**src/inc/obs_pkg.sv**
```systemverilog
// option byte sequencer package: geometry, field positions, decode codes, timing
// assumes a single 50 MHz system clock
package obs_pkg;
    localparam int OBS_PAIRS = 8;
    localparam int OBS_IDX_W = 3;
    localparam logic [7:0] OBS_ERASED = 8'hff;
    localparam logic [7:0] OBS_SEC_NONE = 8'ha5;
    localparam logic [7:0] OBS_SEC_HIGH = 8'hcc;
    localparam logic [1:0] OBS_LVL_NONE = 2'h0;
    localparam logic [1:0] OBS_LVL_LOW = 2'h1;
    localparam logic [1:0] OBS_LVL_HIGH = 2'h2;
    // pair indices within the option area
    localparam int OBS_IDX_SEC = 0;
    localparam int OBS_IDX_USER = 1;
    localparam int OBS_IDX_DATA = 2;
    localparam int OBS_IDX_WP = 4;
    // user byte fields
    localparam int OBS_BOR_HI = 7;
    localparam int OBS_BOR_LO = 5;
    localparam int OBS_BIT_PARITY = 3;
    localparam int OBS_BIT_STDBY = 2;
    localparam int OBS_BIT_DPSLP = 1;
    localparam int OBS_BIT_WDG = 0;
    localparam logic [2:0] OBS_BOR_MIN = 3'h1;
    localparam logic [2:0] OBS_BOR_MAX = 3'h4;
    // bus write sizes
    localparam logic [1:0] OBS_SZ_HALF = 2'h1;
    localparam logic [1:0] OBS_SZ_WORD = 2'h2;
    // per-word flash cell time
    localparam int OBS_CLK_MHZ = 50;
    localparam int OBS_PROG_NS = 100;
    localparam int OBS_PROG_CYC = (OBS_PROG_NS * OBS_CLK_MHZ + 999) / 1000;
    typedef enum logic [2:0] {OBS_IDLE, OBS_LOAD, OBS_ERASE, OBS_PROG, OBS_DONE} obs_state_t;
endpackage

```
**src/logic/obs_sequencer.sv**
```systemverilog
// option byte erase, program and reload-after-reset sequencer
// assumes host keeps the documented unlock/poll sequences; storage is flip-flops
`timescale 1ns/1ns
// Overview of operation
// - erase or program sets end flag only if not-erased error is clear; interrupt if end interrupt enabled.
// - program unit is 32-bit word, or 64-bit double-word on wide variant.
// - eight byte pairs, upper byte of each is complement of lower.
// - complement bytes are generated internally; host complement data ignored.
// - check bits generated only for 64-bit option programming.
// - non-erased target and bad alignment or size raise program errors.
// - newly programmed values do not act until next reset.
// - after reset option area reloads into status and protect registers.
// - pair mismatch on reload sets mismatch error and forces 0xFF.
// - pair with both bytes 0xFF never sets mismatch error.
// - security byte 0xA5 none, 0xCC high, anything else low.
// - user bits 7:5 codes 001..100 give levels 1..4, else level 0.
// - user bit 3 enables sram parity check; bit 4 reserved.
// - user bit 2 low makes standby entry cause reset.
// - user bit 1 low makes deep-sleep entry cause reset.
// - user bit 0 low hardware watchdog, high software watchdog.
// - 16-bit user data in two pairs starting at fifth byte.
// - 32-bit protect mask in four pairs; zero bit means protected.
// - mask bits 0..30 guard 4KB each; bit 31 guards the rest.
// - option erase leaves all protection bits unprotected.
module obs_sequencer
    import obs_pkg::*;
#(
    parameter bit WIDE = 1'b0,
    parameter logic [15:0] INIT_AREA_LO = 16'hffff
) (
    input wire logic clock,
    input wire logic rst_n,
    input wire logic option_write_enabled_flag,
    input wire logic option_erase_select,
    input wire logic option_program_select,
    input wire logic start,
    input wire logic end_interrupt_enable,
    input wire logic end_flag_clear,
    input wire logic error_flag_clear,
    input wire logic bus_write,
    input wire logic [3:0] bus_addr,
    input wire logic [1:0] bus_size,
    input wire logic [31:0] bus_wdata,
    output logic busy,
    output logic operation_end_flag,
    output logic end_irq,
    output logic program_not_erased_error,
    output logic program_alignment_error,
    output logic option_mismatch_error,
    output logic [31:0] page_protect_reg,
    output logic [15:0] user_data,
    output logic [1:0] security_level,
    output logic [2:0] brownout_level,
    output logic sram_parity_enable,
    output logic standby_reset_disable,
    output logic deepsleep_reset_disable,
    output logic watchdog_software_mode,
    output logic [7:0] check_bits
);
    obs_state_t state_r, state_nxt;
    logic [7:0] area_r [OBS_PAIRS*2];
    logic [7:0] area_nxt [OBS_PAIRS*2];
    logic [7:0] opt_r [OBS_PAIRS];
    logic [7:0] opt_nxt [OBS_PAIRS];
    logic [OBS_IDX_W-1:0] idx_r, idx_nxt;
    logic [7:0] cnt_r, cnt_nxt;
    logic [63:0] acc_r, acc_nxt;
    logic [1:0] part_r, part_nxt;
    logic [1:0] size_r, size_nxt;
    logic [3:0] base_r, base_nxt;
    logic busy_nxt, end_nxt, irq_nxt, pge_nxt, pga_nxt, mis_nxt;
    logic [7:0] chk_nxt;
    logic [7:0] lo, hi;
    logic [1:0] need;
    logic [3:0] unit_mask;
    logic bad;
    logic [3:0] p;

    assign lo = area_r[{idx_r, 1'b0}];
    assign hi = area_r[{idx_r, 1'b1}];
    assign need = WIDE ? ((bus_size == OBS_SZ_WORD) ? 2'd1 : 2'd3) : ((bus_size == OBS_SZ_WORD) ? 2'd0 : 2'd1);
    assign unit_mask = WIDE ? 4'h7 : 4'h3;

    always_comb begin
        state_nxt = state_r;
        area_nxt = area_r;
        opt_nxt = opt_r;
        idx_nxt = idx_r;
        cnt_nxt = cnt_r;
        acc_nxt = acc_r;
        part_nxt = part_r;
        size_nxt = size_r;
        base_nxt = base_r;
        busy_nxt = busy;
        end_nxt = operation_end_flag & ~end_flag_clear;
        irq_nxt = 1'b0;
        pge_nxt = program_not_erased_error & ~error_flag_clear;
        pga_nxt = program_alignment_error & ~error_flag_clear;
        mis_nxt = option_mismatch_error;
        chk_nxt = check_bits;
        bad = 1'b0;
        p = 4'h0;
        case (state_r)
            OBS_LOAD: begin
                // reload one pair per cycle
                if (lo == ~hi) begin
                    opt_nxt[idx_r] = lo;
                end else begin
                    opt_nxt[idx_r] = OBS_ERASED;
                    if (!(lo == OBS_ERASED && hi == OBS_ERASED)) begin
                        mis_nxt = 1'b1;
                    end
                end
                idx_nxt = idx_r + 3'd1;
                if (idx_r == 3'(OBS_PAIRS - 1)) begin
                    state_nxt = OBS_IDLE;
                end
            end
            OBS_IDLE: begin
                if (option_write_enabled_flag && option_erase_select && start) begin
                    busy_nxt = 1'b1;
                    cnt_nxt = 8'(OBS_PROG_CYC);
                    state_nxt = OBS_ERASE;
                end else if (option_write_enabled_flag && option_program_select && bus_write) begin
                    bad = (bus_size != OBS_SZ_WORD && bus_size != OBS_SZ_HALF)
                        || (part_r != 2'd0 && bus_size != size_r)
                        || (bus_size == OBS_SZ_WORD ? bus_addr[1:0] != 2'h0 : bus_addr[0])
                        || (part_r != 2'd0 && (bus_addr & ~unit_mask) != base_r);
                    if (bad) begin
                        pga_nxt = 1'b1;
                        part_nxt = 2'd0;
                    end else begin
                        // collect halfwords/words into one program unit
                        // slot is the offset inside the unit, so a narrow unit at offset 4 lands low
                        if (bus_size == OBS_SZ_WORD) begin
                            acc_nxt[{WIDE & bus_addr[2], 5'd0} +: 32] = bus_wdata;
                        end else begin
                            acc_nxt[{WIDE & bus_addr[2], bus_addr[1], 4'd0} +: 16] = bus_wdata[15:0];
                        end
                        size_nxt = bus_size;
                        base_nxt = bus_addr & ~unit_mask;
                        if (part_r == need) begin
                            part_nxt = 2'd0;
                            busy_nxt = 1'b1;
                            cnt_nxt = 8'(OBS_PROG_CYC);
                            state_nxt = OBS_PROG;
                            // check bits only on 64-bit units
                            chk_nxt = WIDE ? 8'(^acc_nxt) : check_bits;
                        end else begin
                            part_nxt = part_r + 2'd1;
                        end
                    end
                end
            end
            OBS_ERASE: begin
                cnt_nxt = cnt_r - 8'd1;
                if (cnt_r == 8'd1) begin
                    // all ones: protection bits read unprotected
                    for (int i = 0; i < OBS_PAIRS * 2; i++) begin
                        area_nxt[i] = OBS_ERASED;
                    end
                    state_nxt = OBS_DONE;
                end
            end
            OBS_PROG: begin
                cnt_nxt = cnt_r - 8'd1;
                if (cnt_r == 8'd1) begin
                    state_nxt = OBS_DONE;
                    for (int i = 0; i < 4; i++) begin
                        p = base_r + 4'(2 * i);
                        if (WIDE || i < 2) begin
                            if (area_r[p] != OBS_ERASED || area_r[p + 4'd1] != OBS_ERASED) begin
                                pge_nxt = 1'b1;
                            end else begin
                                area_nxt[p] = acc_r[16*i +: 8];
                                area_nxt[p + 4'd1] = ~acc_r[16*i +: 8];
                            end
                        end
                    end
                end
            end
            OBS_DONE: begin
                busy_nxt = 1'b0;
                if (!pge_nxt) begin
                    end_nxt = 1'b1;
                    irq_nxt = end_interrupt_enable;
                end
                state_nxt = OBS_IDLE;
            end
            default: state_nxt = OBS_IDLE;
        endcase
    end

    always_ff @(posedge clock or negedge rst_n) begin
        if (!rst_n) begin
            state_r <= OBS_LOAD;
            idx_r <= '0;
            cnt_r <= '0;
            acc_r <= '0;
            part_r <= '0;
            size_r <= '0;
            base_r <= '0;
            busy <= 1'b0;
            operation_end_flag <= 1'b0;
            end_irq <= 1'b0;
            program_not_erased_error <= 1'b0;
            program_alignment_error <= 1'b0;
            option_mismatch_error <= 1'b0;
            check_bits <= '0;
            for (int i = 0; i < OBS_PAIRS; i++) begin
                opt_r[i] <= OBS_ERASED;
            end
        end else begin
            state_r <= state_nxt;
            idx_r <= idx_nxt;
            cnt_r <= cnt_nxt;
            acc_r <= acc_nxt;
            part_r <= part_nxt;
            size_r <= size_nxt;
            base_r <= base_nxt;
            busy <= busy_nxt;
            operation_end_flag <= end_nxt;
            end_irq <= irq_nxt;
            program_not_erased_error <= pge_nxt;
            program_alignment_error <= pga_nxt;
            option_mismatch_error <= mis_nxt;
            check_bits <= chk_nxt;
            opt_r <= opt_nxt;
        end
    end

    // nonvolatile area survives reset
    always_ff @(posedge clock) begin
        area_r <= area_nxt;
    end

    // active option values only change through reload
    always_ff @(posedge clock or negedge rst_n) begin
        if (!rst_n) begin
            page_protect_reg <= '1;
            user_data <= '1;
            security_level <= OBS_LVL_LOW;
            brownout_level <= '0;
            sram_parity_enable <= 1'b1;
            standby_reset_disable <= 1'b1;
            deepsleep_reset_disable <= 1'b1;
            watchdog_software_mode <= 1'b1;
        end else if (state_r == OBS_LOAD && state_nxt == OBS_IDLE) begin
            page_protect_reg <= {opt_nxt[OBS_IDX_WP+3], opt_nxt[OBS_IDX_WP+2],
                opt_nxt[OBS_IDX_WP+1], opt_nxt[OBS_IDX_WP]};
            user_data <= {opt_nxt[OBS_IDX_DATA+1], opt_nxt[OBS_IDX_DATA]};
            security_level <= (opt_nxt[OBS_IDX_SEC] == OBS_SEC_NONE) ? OBS_LVL_NONE
                : (opt_nxt[OBS_IDX_SEC] == OBS_SEC_HIGH) ? OBS_LVL_HIGH : OBS_LVL_LOW;
            brownout_level <= (opt_nxt[OBS_IDX_USER][OBS_BOR_HI:OBS_BOR_LO] >= OBS_BOR_MIN
                && opt_nxt[OBS_IDX_USER][OBS_BOR_HI:OBS_BOR_LO] <= OBS_BOR_MAX)
                ? opt_nxt[OBS_IDX_USER][OBS_BOR_HI:OBS_BOR_LO] : 3'h0;
            sram_parity_enable <= opt_nxt[OBS_IDX_USER][OBS_BIT_PARITY];
            standby_reset_disable <= opt_nxt[OBS_IDX_USER][OBS_BIT_STDBY];
            deepsleep_reset_disable <= opt_nxt[OBS_IDX_USER][OBS_BIT_DPSLP];
            watchdog_software_mode <= opt_nxt[OBS_IDX_USER][OBS_BIT_WDG];
        end
    end

    property p_busy_done;
        @(posedge clock) disable iff (!rst_n)
        (state_r == OBS_DONE) |=> !busy && (operation_end_flag || program_not_erased_error);
    endproperty
    a_busy_done: assert property (p_busy_done) else $error("busy or end flag wrong at completion");

    property p_irq;
        @(posedge clock) disable iff (!rst_n)
        end_irq |-> operation_end_flag && $past(end_interrupt_enable);
    endproperty
    a_irq: assert property (p_irq) else $error("end interrupt without enable");

    property p_erase_ones;
        @(posedge clock) disable iff (!rst_n)
        (state_r == OBS_ERASE && cnt_r == 8'd1) |=> area_r[OBS_IDX_WP*2] == OBS_ERASED;
    endproperty
    a_erase_ones: assert property (p_erase_ones) else $error("erase left protection active");

    property p_stable;
        @(posedge clock) disable iff (!rst_n)
        (state_r != OBS_LOAD) |=> $stable(page_protect_reg) && $stable(security_level);
    endproperty
    a_stable: assert property (p_stable) else $error("active options changed without reset");

    property p_busy_start;
        @(posedge clock) disable iff (!rst_n)
        (state_r == OBS_IDLE && state_nxt == OBS_ERASE) |=> busy [*3];
    endproperty
    a_busy_start: assert property (p_busy_start) else $error("busy not held during erase");

    property p_err_no_end;
        @(posedge clock) disable iff (!rst_n)
        (state_r == OBS_DONE && pge_nxt && !operation_end_flag) |=> !operation_end_flag && !end_irq;
    endproperty
    a_err_no_end: assert property (p_err_no_end) else $error("end flag raised on failed program");

    property p_pair_blank;
        @(posedge clock) disable iff (!rst_n)
        (state_r == OBS_LOAD && lo == OBS_ERASED && hi == OBS_ERASED && !option_mismatch_error)
            |=> !option_mismatch_error;
    endproperty
    a_pair_blank: assert property (p_pair_blank) else $error("blank pair raised mismatch error");
endmodule

```
**config.mk**
```make
export PLATFORM = sky130hd
export DESIGN_NAME = obs_sequencer
export DESIGN_NICKNAME = d
export VERILOG_FILES = /design/src/inc/obs_pkg.sv /design/src/logic/obs_sequencer.sv
export SDC_FILE = /design/constraint.sdc
export NUM_CORES = 1
export LEC_CHECK = 0
export ABC_AREA = 1
export BUFFER_PORTS_ARGS = -buffer_cell sky130_fd_sc_hd__buf_2
export CORE_UTILIZATION = 55
export CTS_CLUSTER_DIAMETER = 50
export DETAILED_ROUTE_END_ITERATION = 10
export MAX_ROUTING_LAYER = met4
export PLACE_DENSITY = 0.74
export SYNTH_ARGS = -nofsm -noshare
export SYNTH_HDL_FRONTEND = slang
export SYNTH_SLANG_ARGS = --single-unit
```
**constraint.sdc**
```tcl
create_clock -name clock -period 17.5 [get_ports clock]
set_input_delay 0.875 -clock clock [delete_from_list [all_inputs] [get_ports clock]]
set_output_delay 0.875 -clock clock [all_outputs]
set_load 0.01 [all_outputs]
```
---- Yosys cells after proc, flatten, opt, wreduce, memory -nomap -nowiden ----
Cells that the tools add are included.
operators by class
  shift operators ......................... 2
  eq/ne operators ......................... 26
  reductions and logical operators ........ 35
  magnitude comparators ................... 14
  divide/modulo/power cells ............... 0
  add/subtract/negate cells ............... 7
  bitwise gates (word level) .............. 21
  mux-type cells .......................... 80
  $mul .................................... 0
operators with widths
  operator                 count
  $mux 128                 6
  $bwmux 128               4
  $pmux 128 s2             1
  $bmux 8 s4               6
  $mux 8                   21
  $bwmux 64                2
  $demux 8 s4              4
  $mux 64                  2
  $or 64x64->64            1
  $shift 16x8->64 const A  1
  $shiftx 16x8->64         1
  $eq 8x8->1 const B       4
  $mux 32                  1
  $ne 8x8->1 const B       4
  $ge 5x5->1 const B       6
  $not 4->5                6
  $demux 8 s3              1
  $not 8->8                3
  $mux 3                   7
  $lt 5x1->1 const B       4
  $mux 1                   18
  $pmux 8 s2               1
  $logic_and 1x1->1        15
  $reduce_and 4->1         3
  33 further kinds         63
storage, ports and cells
  memory bits (writable) .................. 0
  output and inout port bits .............. 71
  ROM bits ................................ 0
  word-level logic and storage cells ...... 232
  memories kept ........................... 0
  register bits ........................... 339
  latch bits .............................. 0

---- Depth between registers and ports, before layout ----
Gate-level depths: netlist (run 1).
  depth in word-level cells ............... 15
  depth in mapped cells ................... 23
  depth with buffers taken out ............ 20

---- Worst setup path before layout (run 1) ----
Ideal clock, no wire load.
  path kind ............................... reg2reg
  from .................................... register cnt_r[1]
  to ...................................... register area_r[0] (netlist name), enable pin
  stages on the path, launching flop included .. 7
  clock period less this slack ............ 6.837 ns
  slack ................................... 10.663 ns
  setup time .............................. 0.617 ns
  path buffers ............................ 0
  arrival time ............................ 6.220 ns
  path through ............................ dfrtp_1 > inv_1 > ha_1 > inv_1 > nor3_1 > nand3_1 > nor2_1
between the ends
  longest elaborated chain between the ends .. 3
RTL lines
  element                         RTL line                                    source
  start, declared                 obs_sequencer.sv:66                         logic [7:0] cnt_r, cnt_nxt;
  start signal, assigned          obs_sequencer.sv:216                        cnt_r <= cnt_nxt;
  $eq 8x1->1 (*)                  obs_sequencer.sv:157, obs_sequencer.sv:167
  $ne 2x2->1 (no line)            --
  $reduce_and 3->1 (no line) (*)  --
  end signal, assigned            obs_sequencer.sv:234                        area_r <= area_nxt;
  end, declared                   obs_sequencer.sv:61                         logic [7:0] area_r [OBS_PAIRS*2];
Every way passes the cells marked *; elsewhere a longest branch is shown, timed or not.
A chain may end at the register's enable or synchronous reset.

==> flow_summary.json, run 1 <==
{
  "place_area_mm2": 0.01557,
  "clkTransAtPathRegs_ps": 60,
  "synth_flop_cell": "edfxtp_1",
  "row_count": 59,
  "grt_pass1_vias": 11950,
  "maxCapViolCount": 0,
  "cp_max_fo": 54,
  "area_growth_pct": 12.39,
  "cts_resized": 0,
  "htree_levels": 2,
  "critPathArrivalTime_ps": 4970,
  "cts_buffer_depth": 3,
  "clockRootBuffer": "clkbuf_16",
  "slew_headroom_pct": 18.21,
  "antenna_found_initial": 0,
  "ir_drop_uv": 70.45,
  "dp_hpwl_um": 25440,
  "syn_area_mm2": 0.01496,
  "fin_tns_setup_ps": 0,
  "status": "finished clean",
  "drc": 0,
  "hold_violations": 0,
  "grt_pass1_wl_um": 64470,
  "synth-async-reset-ratio_pct": 55.86,
  "final_area_mm2": 0.01681,
  "pwr_density_cell_mw_per_mm2": 88.56,
  "drive_gt1_share_pct": 17.53,
  "max_slew.worst_pin.slew_ps": 1217,
  "slew_viol_final": 0,
  "rsz0062_at_grt": "false",
  "antenna_left": 0,
  "ctsHoldBuffers": 0,
  "die_h_um": 166.9,
  "drtIter0Drc": 1518,
  "cts_inserted_buffers": 37,
  "seq_area_frac_synth_pct": 53.78,
  "synth_edf_count": 128,
  "ys_seq_elements": 290,
  "port_buffers": 94,
  "io_pins": 119,
  "clkLatencyLatePin_ps": 530,
  "period_share_pct": 26.10,
  "gp_congestion": 0.9131,
  "grt_use_total_pct": 30.31,
  "die-area_mm2": 0.02786,
  "cts_setup_buffers": 0,
  "wl_per_cell_um": 18.15,
  "grt_max_degree": 115,
  "gr-total-overflow": 0,
  "hold_path.class": "in2async",
  "critPathRequiredTime_ps": 17900,
  "diodes": 0,
  "start_util_pct": 56.76,
  "p_leak_uw": 0.008165,
  "final_nets": 1907,
  "fin_crit_ps": 4568,
  "cts_sinks": 290,
  "rrSetupSlack_ps": 12930,
  "fill_cells": 2261,
  "yosys_warnings": 0,
  "synthCells": 1792,
  "die_x_um": 166.9,
  "firstDrtPassIters": 6,
  "end_kind": "flip-flop",
  "syn_area_per_cell_um2": 8.347,
  "fmax_mhz": 218.9,
  "synth.distinct_cells": 44,
  "largest_register_ffs": 128,
  "finalClockSkew_ps": 21.37,
  "cts_tree": "built",
  "critPathKind": "reg2reg",
  "viasPerCell": 5.750,
  "critPathLaunchType": "flip-flop",
  "core_mm2": 0.02635,
  "finalSetupViolCount": 0,
  "wirelength_um": 40240,
  "vias": 12750
}
## per-stage QoR
step	setup slack (ps)	hold WS (ps)	utilization (%)	power [uW]	instances
5_1_grt	12610	482.8	63.79	1522	2217
3_3_place_gp	13150	457.7	59.07	736.5	2149
3_5_place_dp	13090	462.6	59.07	736.8	2149
6_report	12930	404.8	63.79	1489	2217
4_1_cts	13050	442.1	63.79	1497	2217
2_1_floorplan	10660	462.5	-	725.3	1799
## worst paths after layout
check,end,cells past startpoint,startpoint
worst max-delay path,brownout_level[2],17,idx_r[2]
worst min-delay path,brownout_level[1],1,rst_n
worst max register to register,brownout_level[2],17,idx_r[2]
worst min register to register,security_level[0],2,security_level[0]
max in group asynchronous,idx_r[0],2,rst_n
min in group clock,security_level[0],2,security_level[0]
## power by group
group / leakage [uW] / switching [uW] / internal, uW / total (uW)
registers: 0.00249 / 0.00000000000000727 / 708 / 708
clock network: 0.000613 / 293 / 472 / 765
logic: 0.00506 / 11.7 / 4.19 / 15.9
## worst max-delay path: stages (launching register included)
cell	delay, ps
dfrtp_1	930
inv_1	630
nor2_2	560
nand3_1	140
nand2_1	120
nor2_1	200
nand2_1	130
nand2_1	50
inv_1	40
nand2_1	90
nor2_4	240
nand2_2	110
inv_2	630
nand3_1	140
o21ai_1	190
inv_1	90
nand4_1	90
nand2_1	60
## synthesized netlist by cell type, drive strengths merged, types with 21 or more instances
master | count | area (um^2)
inv | 220 | 825.8
dfstp | 117 | 3074
nor2 | 62 | 282.8
buf | 53 | 319.1
o21ai | 138 | 690.7
clkbuf | 45 | 168.9
o22ai | 21 | 131.4
a21oi | 21 | 108.9
nand2 | 540 | 2034
nand3 | 297 | 1486
a22oi | 22 | 165.2
dfrtp | 45 | 1126
edfxtp | 128 | 3844
## kinds of logic (layout without fill, tap and decap cells)
family	Yosys count	in the layout	share of synthesized area, %
adders and majority gates	6	6	0.5019
muxes	14	14	1.004
xor gates and xnor gates	7	7	0.4099
DFF	290	290	53.78
AOI/OAI and AO/OA	224	224	8.532
buffers and inverters	319	402	8.808
other	1	8	0.02507
and+or+nand+nor	931	931	26.94
## placed cells by master (no fill, tap or decap), types with 20 or more instances in the layout
| master | instances |
|---|---|
| nand2_1 | 537 |
| nand3_1 | 297 |
| inv_1 | 212 |
| edfxtp_1 | 128 |
| dfstp_2 | 117 |
| buf_2 | 93 |
| o21ai_0 | 70 |
| o21ai_1 | 68 |
| nor2_1 | 51 |
| dfrtp_1 | 44 |
| clkbuf_16 | 40 |
| a22oi_1 | 22 |
| o22ai_1 | 21 |
| a21oi_1 | 20 |
## layer usage
layer / share of wire [%] / track usage, % / wire length, um
met5: 0 / - / 0
met4: 3.0 / 10.23 / 1192
met3: 9.3 / 4.919 / 3759
met2: 46 / 47.55 / 18630
met1: 41 / 40.13 / 16660
## layout make-up
cell class	count	area [um^2]	area share (%)
sequential	290	8045	47.86
clock inverter	12	133.9	0.7964
inverter	221	829.5	4.935
tap	335	419.2	2.493
clock buffer	56	1111	6.609
timing repair buffer	113	619.3	3.684
multi-input combinational	1190	5653	33.63
(Power assumes the default switching activity.)
==> inputs of run 2 (changes only) <==
Settings changed: PLACE_DENSITY 0.74 to 0.77.
Clock period 17.5 ns to 4.11 ns, I/O delays scaled along.
==> run 2 against run 1 <==
Fmax up 24%. Global-route usage up 0.42 points. Die area unchanged. Sequential power rose to 4.3 times the previous value. Combinational power rose to 5.0 times the previous value. Wire length up 1.6%. Critical endpoint is now area_r[124].
==> flow_summary.json, run 2 (same netlist as run 1, synthesis figures left out) <==
{
  "antenna_left": 0,
  "netSwitchingFraction_pct": 20.93,
  "gp_congestion": 0.9318,
  "path_cells": "nor2_4, inv_2, o221ai_1, nand4_1, nor4_4, nand2_1, nand2_1, nand3_1",
  "cp_top_family": "simple AND/OR/NAND/NOR gates",
  "crit_top_cell": "nand2_1",
  "critPathArrivalTime_ps": 3910,
  "grt_use_total_pct": 30.73,
  "dp.cells": 2178,
  "critPathLaunchType": "flip-flop",
  "die-area_mm2": 0.02786,
  "clockRootBuffer": "clkbuf_16",
  "final_nets": 1950,
  "cp_max_fo": 17,
  "drive_gt1_share_pct": 18.52,
  "cp_num_buf_inv": 1,
  "core_mm2": 0.02635,
  "cts_inserted_buffers": 36,
  "row_count": 59,
  "vias": 13110,
  "ir_drop_uv": 342.1,
  "cts_sinks": 290,
  "pwr_density_cell_mw_per_mm2": 359.3,
  "clkLatencyLatePin_ps": 520,
  "seqPwrFrac_pct": 48.9,
  "start_util_pct": 56.76,
  "critPathKind": "reg2reg",
  "end_kind": "flip-flop",
  "pwr-share-clk_pct": 49.8,
  "diodes": 0,
  "gr-total-overflow": 0,
  "slew_viol_final": 0,
  "grt_pass1_wl_um": 65450,
  "comb_power_share_pct": 1.3,
  "cts_resized": 0,
  "wl_per_cell_um": 18.11,
  "finalSetupViolCount": 0,
  "slowest_delay_ps": 680,
  "die_h_um": 166.9,
  "status": "finished clean",
  "grt_pass1_vias": 12370,
  "wirelength_um": 40870,
  "viasPerCell": 5.809,
  "area_growth_pct": 14.72,
  "max_slew.worst_pin.slew_ps": 1031,
  "fin_tns_setup_ps": 0,
  "drc": 0,
  "hold_violations": 0,
  "drtIter0Drc": 1694,
  "firstDrtPassIters": 6,
  "largest_register_ffs": 128,
  "antenna_found_initial": 0,
  "power.switching_uw": 1291,
  "slowest_stage": "nor4_4",
  "clkTransAtPathRegs_ps": 60,
  "maxCapViolCount": 0,
  "final_common_cell": "nand2_1",
  "slew_headroom_pct": 31.04,
  "hold_path.class": "in2reg",
  "fill_cells": 2214,
  "finalClockSkew_ps": 32.71,
  "fin_crit_ps": 3685,
  "final_cell_mix": "nand2_1, nand3_1, inv_1, edfxtp_1, dfstp_2",
  "p_int_uw": 4875,
  "die_x_um": 166.9,
  "rsz0062_at_grt": "false",
  "fmax_mhz": 271.4,
  "critPathRequiredTime_ps": 4330,
  "cts_buffer_depth": 3,
  "post_layout_nonfiller_instances": 2257,
  "grt_max_degree": 193,
  "io_pins": 119,
  "port_buffers": 94,
  "cts_tree": "built",
  "htree_levels": 2,
  "p_leak_uw": 0.008322,
  "dp_hpwl_um": 27140,
  "period_share_pct": 89.66
}
## run 2: path summary, 6_finish.rpt
kind | from | to | slack, ps | depth (start not counted)
worst min-delay path | bus_wdata[23] | acc_r[23] | 20 | 3
worst max-delay path | base_r[2] | area_r[124] | 420 | 8
worst max register to register | base_r[2] | area_r[124] | 420 | 8
worst min register to register | security_level[0] | security_level[0] | 470 | 2
max in group asynchronous | rst_n | user_data[1] | 2620 | 3
min in group asynchronous | rst_n | brownout_level[1] | 340 | 2
## run 2: worst min-delay path: stages
cell     delay [ps]
buf_2            80
a22oi_1          70
mux2i_1         120
## run 2: what timing repair did
item                      CTS  global route
hold endpoints to repair   60             0
setup buffers               0             0
hold buffers               15             0
## run 2: stage by stage
step	power (uW)	setup slack, ps	utilization, %	hold slack (ps)	area, um^2
floorplan	3088	842.4	-	-90.09	14990
global placement	3136	614.2	60.18	359.4	15860
detailed placement	3138	542.9	60.18	361.4	15860
CTS	6201	526.0	65.11	10.69	17160
global route	6314	257.0	65.11	45.63	17160
finish	6166	424.8	65.11	21.22	17160
## run 2: final cells by class
| cell class | count | area [um^2] | area share, % |
|---|---|---|---|
| repair buffers | 157 | 1062 | 6.190 |
| clock inverters | 15 | 166.4 | 0.9697 |
| clock buffers | 49 | 984.7 | 5.738 |
| inverters | 221 | 829.5 | 4.834 |
| well taps | 335 | 419.2 | 2.443 |
| flip-flops and latches | 290 | 8045 | 46.88 |
| multi-input cells | 1190 | 5653 | 32.94 |
## run 2: metal layers
layer,GRT usage [%],wire length [um],vias to the layer above,part of all wire (%)
li1,-,-,6142,-
met1,39.75,16510,6171,40
met3,6.440,4125,123,10
met2,47.41,18680,676,46
met4,12.12,1556,0,3.8
met5,-,0,-,0
## run 2: power groups by stage
stage	sequential [uW]	clock (uW)	combinational (uW)
after floorplan	3070	0	21.1
after global placement	3070	0	69.7
after detailed placement	3070	0	71.0
after CTS	3020	3100	82.0
after global routing	3010	3210	90.9
final	3020	3070	79.8
